### config.mk
export PLATFORM = sky130hd
export DESIGN_NAME = pcw_top
export DESIGN_NICKNAME = d
export VERILOG_FILES = /design/src/logic/pcw_pkg.sv /design/src/logic/pcw_top.sv
export SDC_FILE = /design/constraint.sdc
export NUM_CORES = 1
export LEC_CHECK = 0
export BUFFER_PORTS_ARGS = -buffer_cell sky130_fd_sc_hd__buf_2
export CAP_MARGIN = 20
export CORE_MARGIN = 4
export CORE_UTILIZATION = 40
export CTS_BUF_LIST = sky130_fd_sc_hd__clkbuf_2
export DETAILED_ROUTE_END_ITERATION = 10
export HOLD_SLACK_MARGIN = 0.08
export MAX_ROUTING_LAYER = met4
export PLACE_DENSITY = 0.66
export SLEW_MARGIN = 25
export SYNTH_ARGS = -nofsm -noshare
export SYNTH_HDL_FRONTEND = slang
export SYNTH_SLANG_ARGS = --single-unit
### constraint.sdc
create_clock -name clk_i -period 6 [get_ports clk_i]
set_input_delay 0.3 -clock clk_i [delete_from_list [all_inputs] [get_ports clk_i]]
set_output_delay 0.3 -clock clk_i [all_outputs]
set_load 0.1 [all_outputs]
### src/logic/pcw_pkg.sv
// constants for the pll calibration wait control block
// Notes on behaviour
// - loop wait code picks 30us/300us/30ms/300ms, reset 0
// - waits counted in always-on clock periods
// - oscillator code picks 20us/400us/8ms/200ms, reset 1
// - delayed calibration bit adds 60 ms first
// - delay bit is bit 0, rest reserved
package pcw_pkg;
  // register offsets
  localparam logic [7:0] PCW_WAIT_CTRL_ADDR = 8'h85;
  localparam logic [7:0] PCW_DELAY_CTRL_ADDR = 8'h86;
  // field positions
  localparam int PCW_LOOP_CODE_LSB = 2;
  localparam int PCW_OSC_CODE_LSB = 0;
  localparam int PCW_DELAY_BIT = 0;
  // values after reset
  localparam logic [1:0] PCW_LOOP_CODE_RST = 2'h0;
  localparam logic [1:0] PCW_OSC_CODE_RST = 2'h1;
  localparam logic PCW_DELAY_RST = 1'b0;
  // clock rate of the always-on clock
  localparam int PCW_CLK_KHZ = 25000;
  // wait times as printed
  localparam int PCW_LOOP0_US = 30;
  localparam int PCW_LOOP1_US = 300;
  localparam int PCW_LOOP2_MS = 30;
  localparam int PCW_LOOP3_MS = 300;
  localparam int PCW_OSC0_US = 20;
  localparam int PCW_OSC1_US = 400;
  localparam int PCW_OSC2_MS = 8;
  localparam int PCW_OSC3_MS = 200;
  localparam int PCW_DELAY_MS = 60;
  // cycle counts derived from the rate
  localparam int PCW_LOOP0_CYC = PCW_LOOP0_US * PCW_CLK_KHZ / 1000;
  localparam int PCW_LOOP1_CYC = PCW_LOOP1_US * PCW_CLK_KHZ / 1000;
  localparam int PCW_LOOP2_CYC = PCW_LOOP2_MS * PCW_CLK_KHZ;
  localparam int PCW_LOOP3_CYC = PCW_LOOP3_MS * PCW_CLK_KHZ;
  localparam int PCW_OSC0_CYC = PCW_OSC0_US * PCW_CLK_KHZ / 1000;
  localparam int PCW_OSC1_CYC = PCW_OSC1_US * PCW_CLK_KHZ / 1000;
  localparam int PCW_OSC2_CYC = PCW_OSC2_MS * PCW_CLK_KHZ;
  localparam int PCW_OSC3_CYC = PCW_OSC3_MS * PCW_CLK_KHZ;
  localparam int PCW_DELAY_CYC = PCW_DELAY_MS * PCW_CLK_KHZ;
  // sequencer states
  typedef enum logic [1:0] {
    PCW_IDLE,
    PCW_DELAY,
    PCW_OSC,
    PCW_LOOP
  } pcw_state_t;
endpackage

### src/logic/pcw_top.sv
// calibration wait registers and settle sequencer for the second pll
`timescale 1ns/1ns
module pcw_top
  import pcw_pkg::*;
#(
  parameter int CNT_W = 24,
  parameter int LOOP0_CYC = PCW_LOOP0_CYC,
  parameter int LOOP1_CYC = PCW_LOOP1_CYC,
  parameter int LOOP2_CYC = PCW_LOOP2_CYC,
  parameter int LOOP3_CYC = PCW_LOOP3_CYC,
  parameter int OSC0_CYC = PCW_OSC0_CYC,
  parameter int OSC1_CYC = PCW_OSC1_CYC,
  parameter int OSC2_CYC = PCW_OSC2_CYC,
  parameter int OSC3_CYC = PCW_OSC3_CYC,
  parameter int DELAY_CYC = PCW_DELAY_CYC
) (
  input wire logic clk_i,
  input wire logic reset_i,
  input wire logic [7:0] addr_i,
  input wire logic wr_en_i,
  input wire logic [7:0] wdata_i,
  output logic [7:0] rdata_o,
  input wire logic nvm_load_i,
  input wire logic [7:0] nvm_wait_ctrl_i,
  input wire logic [7:0] nvm_delay_ctrl_i,
  input wire logic cal_start_i,
  output logic busy_o,
  output logic delay_active_o,
  output logic osc_settle_o,
  output logic loop_settle_o,
  output logic cal_done_o
);

  ////////////////////////////////////////////////////////////////////////
  // elaboration checks
  localparam int MAX_CNT = 2 ** CNT_W;
  if (CNT_W < 2 || CNT_W > 30) begin : g_bad_w
    $error("counter width out of range");
  end
  if (LOOP0_CYC < 1 || LOOP1_CYC < 1 || LOOP2_CYC < 1 || LOOP3_CYC < 1 ||
      OSC0_CYC < 1 || OSC1_CYC < 1 || OSC2_CYC < 1 || OSC3_CYC < 1 ||
      DELAY_CYC < 1) begin : g_bad_min
    $error("wait counts must be at least one");
  end
  if (LOOP3_CYC > MAX_CNT || OSC3_CYC > MAX_CNT || LOOP2_CYC > MAX_CNT ||
      OSC2_CYC > MAX_CNT || DELAY_CYC > MAX_CNT || LOOP1_CYC > MAX_CNT ||
      OSC1_CYC > MAX_CNT || LOOP0_CYC > MAX_CNT ||
      OSC0_CYC > MAX_CNT) begin : g_bad_max
    $error("wait counts exceed counter width");
  end

  ////////////////////////////////////////////////////////////////////////
  // wait lookups, reload value is the count less one
  function automatic logic [CNT_W-1:0] loop_load(input logic [1:0] code);
    int n;
    case (code)
      2'h0: n = LOOP0_CYC;
      2'h1: n = LOOP1_CYC;
      2'h2: n = LOOP2_CYC;
      default: n = LOOP3_CYC;
    endcase
    return CNT_W'(n - 1);
  endfunction

  function automatic logic [CNT_W-1:0] osc_load(input logic [1:0] code);
    int n;
    case (code)
      2'h0: n = OSC0_CYC;
      2'h1: n = OSC1_CYC;
      2'h2: n = OSC2_CYC;
      default: n = OSC3_CYC;
    endcase
    return CNT_W'(n - 1);
  endfunction

  localparam logic [CNT_W-1:0] DELAY_LOAD = CNT_W'(DELAY_CYC - 1);

  ////////////////////////////////////////////////////////////////////////
  // register file
  logic [1:0] loop_code_reg, loop_code_next;
  logic [1:0] osc_code_reg, osc_code_next;
  logic delay_sel_reg, delay_sel_next;
  logic [7:0] rdata_reg, rdata_next;

  // writes from software, nvm load wins in the same cycle
  always_comb begin
    loop_code_next = loop_code_reg;
    osc_code_next = osc_code_reg;
    delay_sel_next = delay_sel_reg;
    if (nvm_load_i) begin
      loop_code_next = nvm_wait_ctrl_i[PCW_LOOP_CODE_LSB +: 2];
      osc_code_next = nvm_wait_ctrl_i[PCW_OSC_CODE_LSB +: 2];
      delay_sel_next = nvm_delay_ctrl_i[PCW_DELAY_BIT];
    end else if (wr_en_i && addr_i == PCW_WAIT_CTRL_ADDR) begin
      loop_code_next = wdata_i[PCW_LOOP_CODE_LSB +: 2];
      osc_code_next = wdata_i[PCW_OSC_CODE_LSB +: 2];
    end else if (wr_en_i && addr_i == PCW_DELAY_CTRL_ADDR) begin
      delay_sel_next = wdata_i[PCW_DELAY_BIT];
    end
    // read data, reserved bits read zero
    rdata_next = 8'h00;
    if (addr_i == PCW_WAIT_CTRL_ADDR) begin
      rdata_next[PCW_LOOP_CODE_LSB +: 2] = loop_code_reg;
      rdata_next[PCW_OSC_CODE_LSB +: 2] = osc_code_reg;
    end else if (addr_i == PCW_DELAY_CTRL_ADDR) begin
      rdata_next[PCW_DELAY_BIT] = delay_sel_reg;
    end
  end

  // register flops with documented reset values
  always_ff @(posedge clk_i or posedge reset_i) begin
    if (reset_i) begin
      loop_code_reg <= PCW_LOOP_CODE_RST;
      osc_code_reg <= PCW_OSC_CODE_RST;
      delay_sel_reg <= PCW_DELAY_RST;
      rdata_reg <= 8'h00;
    end else begin
      loop_code_reg <= loop_code_next;
      osc_code_reg <= osc_code_next;
      delay_sel_reg <= delay_sel_next;
      rdata_reg <= rdata_next;
    end
  end

  assign rdata_o = rdata_reg;

  ////////////////////////////////////////////////////////////////////////
  // settle sequencer
  pcw_state_t state_reg, state_next;
  logic [CNT_W-1:0] cnt_reg, cnt_next;
  logic done_reg, done_next;

  // a start restarts from the top; each stage counts clk_i periods
  always_comb begin
    state_next = state_reg;
    cnt_next = cnt_reg;
    done_next = 1'b0;
    if (cal_start_i) begin
      if (delay_sel_reg) begin
        state_next = PCW_DELAY;
        cnt_next = DELAY_LOAD;
      end else begin
        state_next = PCW_OSC;
        cnt_next = osc_load(osc_code_reg);
      end
    end else begin
      case (state_reg)
        PCW_IDLE: begin
          cnt_next = cnt_reg;
        end
        PCW_DELAY: begin
          if (cnt_reg == '0) begin
            state_next = PCW_OSC;
            cnt_next = osc_load(osc_code_reg);
          end else begin
            cnt_next = cnt_reg - 1'b1;
          end
        end
        PCW_OSC: begin
          if (cnt_reg == '0) begin
            state_next = PCW_LOOP;
            cnt_next = loop_load(loop_code_reg);
          end else begin
            cnt_next = cnt_reg - 1'b1;
          end
        end
        PCW_LOOP: begin
          if (cnt_reg == '0) begin
            state_next = PCW_IDLE;
            done_next = 1'b1;
          end else begin
            cnt_next = cnt_reg - 1'b1;
          end
        end
        default: begin
          state_next = PCW_IDLE;
        end
      endcase
    end
  end

  // sequencer flops
  always_ff @(posedge clk_i or posedge reset_i) begin
    if (reset_i) begin
      state_reg <= PCW_IDLE;
      cnt_reg <= '0;
      done_reg <= 1'b0;
    end else begin
      state_reg <= state_next;
      cnt_reg <= cnt_next;
      done_reg <= done_next;
    end
  end

  // stage outputs
  assign busy_o = (state_reg != PCW_IDLE);
  assign delay_active_o = (state_reg == PCW_DELAY);
  assign osc_settle_o = (state_reg == PCW_OSC);
  assign loop_settle_o = (state_reg == PCW_LOOP);
  assign cal_done_o = done_reg;
endmodule

==> flow_summary.ini <==
[outcome]
status = complete, no violations

[timing]
min_period_over_period = 0.501
worstMarginPinSlew_ns = 0.875
skew_ns = 0.0220
max_slew_margin = 0.416
setup_viol = 0
rsz0062_at_grt = false
fin_ws_ns = 3.00
fmax_mhz = 333
setup_tns_ns = 0
drv_slew = 0
period_needed_ns = 3.00
finalHoldViolCount = 0
hold_slack_ns = 0.0817

[route]
via_per_inst = 6.38
vias = 3236
drt_first_pass_iters = 6
drc = 0
drtIter0Drc = 534
antenna_left = 0
routed_wirelength_mm = 10.0
wl_per_cell_um = 19.8

[clocking]
cts_tree = done
hold_buffers = 2
clock_latency_ns = 0.42
post-cts-setup-buffers = 0
root_buffer = clkbuf_2
cts_sinks = 36
clockBufferDepth = 2
htree_levels = 2
numCtsBuffers = 5
clk_pin_slew_ns = 0.20
cts_resized = 0

[synthesis]
synth_cell_types = 78
synth.top_cell.area_share = 0.274
synth_area_leaders = dfrtp_1 27%, ha_1 6.3%, nor2_1 4.0%
yosysSeqAreaShare = 0.282
async_flop_share = 1.00
netlist_instances = 384
synth-main-ff-cell = dfrtp_1
yosysMostFrequentCell = dfrtp_1
synth_enable_flop_cells = 0
synth.avg_cell_area_um2 = 8.33
synthTopCellsByCount = 35 x dfrtp_1, 34 x nor2_1, 31 x nand2_1, 21 x a21oi_1, 19 x o21ai_1
synth.largest_area_cell = dfrtp_1
syn_area_um2 = 3200
yosysWarnings = 0
synth-seq-cells = 36

[layout]
n_antenna_cell = 0
area.growth.synth_to_final_pct = 8.29
drive_gt1_frac = 0.163
largest_reg_flops = 24
nNetsFinal = 457

[floorplan]
die_y_um = 97.4
ios = 50
initial_utilization = 0.412
die_area_um2 = 9490
coreArea_um2 = 7770
dieWidth_um = 97.4
num_rows = 32

[worst_setup_path]
cp.required_ns = 6.32
slowest_delay_ns = 0.73
path_cells = nor3_1, nand4_2, nor3_2, o21ai_1, a32o_1
cp-start-kind = flip-flop
crit_slowest_cell = nor3_2
worstPathArrival_ns = 3.32
cp_max_fo = 15
path_class = flip-flop to flip-flop
worstSetupEndpointType = flip-flop

[grt]
grt_overflow = 0
antenna_found_initial = 0
top_usage_layer = met2
grt_pass1_wl_mm = 16.7
grtUsageMet1 = 0.303
use_met2 = 0.335
grt_use_met3 = 0.0345
grt_start_max_net_pins = 37
grt_pass1_vias = 3112
track_usage = 0.222

[place]
dpl.hpwl_mm = 7.04
pre_cts_ws_ns = 3.16
port_buffers = 30
gp_congestion = 0.917

[power]
p_sw_w = 0.000315
vdd_ir_drop_max_uv = 111
p_per_area_nw_per_um2 = 215
pwr-share-clk = 0.221
p_leak_nw = 1.45
p_sw_frac = 0.423
seq_power_share = 0.441
combinationalPowerShare = 0.337
internal_power_w = 0.000430

[job]
drv_cap = 0

[min_path]
worstHoldPathType = input port to flip-flop
==> critical path, delay by kind of cell, from the launching register on <==
| family | cells | cell delay [ns] |
|---|---|---|
| flops | 1 | 0.46 |
| compound gates | 2 | 0.41 |
| simple gates | 3 | 2.03 |
==> cell families after synthesis <==
logic type | Yosys count | synth area share
and+or+nand+nor | 147 | 0.273
AOI/OAI and AO/OA | 129 | 0.281
buffers and inverters | 41 | 0.0606
DFF | 36 | 0.282
adders and majority gates | 16 | 0.0626
xor gates and xnor gates | 9 | 0.0246
muxes | 5 | 0.0157
other | 1 | 0.00117
==> metrics by stage <==
step	cell area (µm²)	total power, W	std cells	util
final	3460	0.000745	507	0.446
after global routing	3460	0.000789	507	0.446
after CTS	3450	0.000738	506	0.445
after detailed placement	3370	0.000576	496	0.434
after global placement	3370	0.000571	496	0.434
after floorplan	3210	0.000515	387	-
==> cell type report <==
cell class / count / area (µm²)
multi-input cells: 310 / 2110
repair buffers: 35 / 195
fillers: 773 / 4300
inverters: 16 / 60.1
clock inverters: 2 / 35.0
well taps: 102 / 128
flip-flops and latches: 36 / 902
clock buffers: 6 / 30.0
==> path summary, 6_finish.rpt <==
path                                     from               end  slack, ns  cells after the start
max                               cnt_reg[20]        cnt_reg[6]       3.00                      5
min                        nvm_wait_ctrl_i[1]   osc_code_reg[1]       0.08                      3
max reg2reg                       cnt_reg[20]        cnt_reg[6]       3.00                      5
min reg2reg                       cnt_reg[23]       cnt_reg[23]       0.56                      1
max in group asynchronous             reset_i   osc_code_reg[0]       5.16                      4
min in group asynchronous             reset_i  loop_code_reg[0]       0.48                      4
==> layer usage <==
layer,up-vias,share of wire
li1,1475,-
met1,1541,0.44
met2,192,0.45
met3,28,0.080
met4,0,0.027
met5,-,0
==> power by group through the flow <==
| stage | Clock [W] | Combinational (W) | Sequential (W) |
|---|---|---|---|
| after floorplan | 0 | 0.000209 | 0.000306 |
| after global placement | 0 | 0.000242 | 0.000329 |
| after detailed placement | 0 | 0.000245 | 0.000331 |
| after CTS | 0.000165 | 0.000247 | 0.000326 |
| after global routing | 0.000179 | 0.000275 | 0.000335 |
| final | 0.000165 | 0.000251 | 0.000329 |
==> cell usage in the layout, fill, tap and decap left out, types with 11 or more instances in the layout <==
| cell type | n |
|---|---|
| nor3_1 | 12 |
| a21oi_1 | 21 |
| o21ai_0 | 14 |
| o21ai_1 | 19 |
| nand2_1 | 31 |
| nor2_1 | 34 |
| ha_1 | 16 |
| dfrtp_1 | 35 |
| a31oi_1 | 12 |
| buf_2 | 30 |
| inv_1 | 15 |
| nand3_1 | 11 |
(Power assumes the default switching activity.)
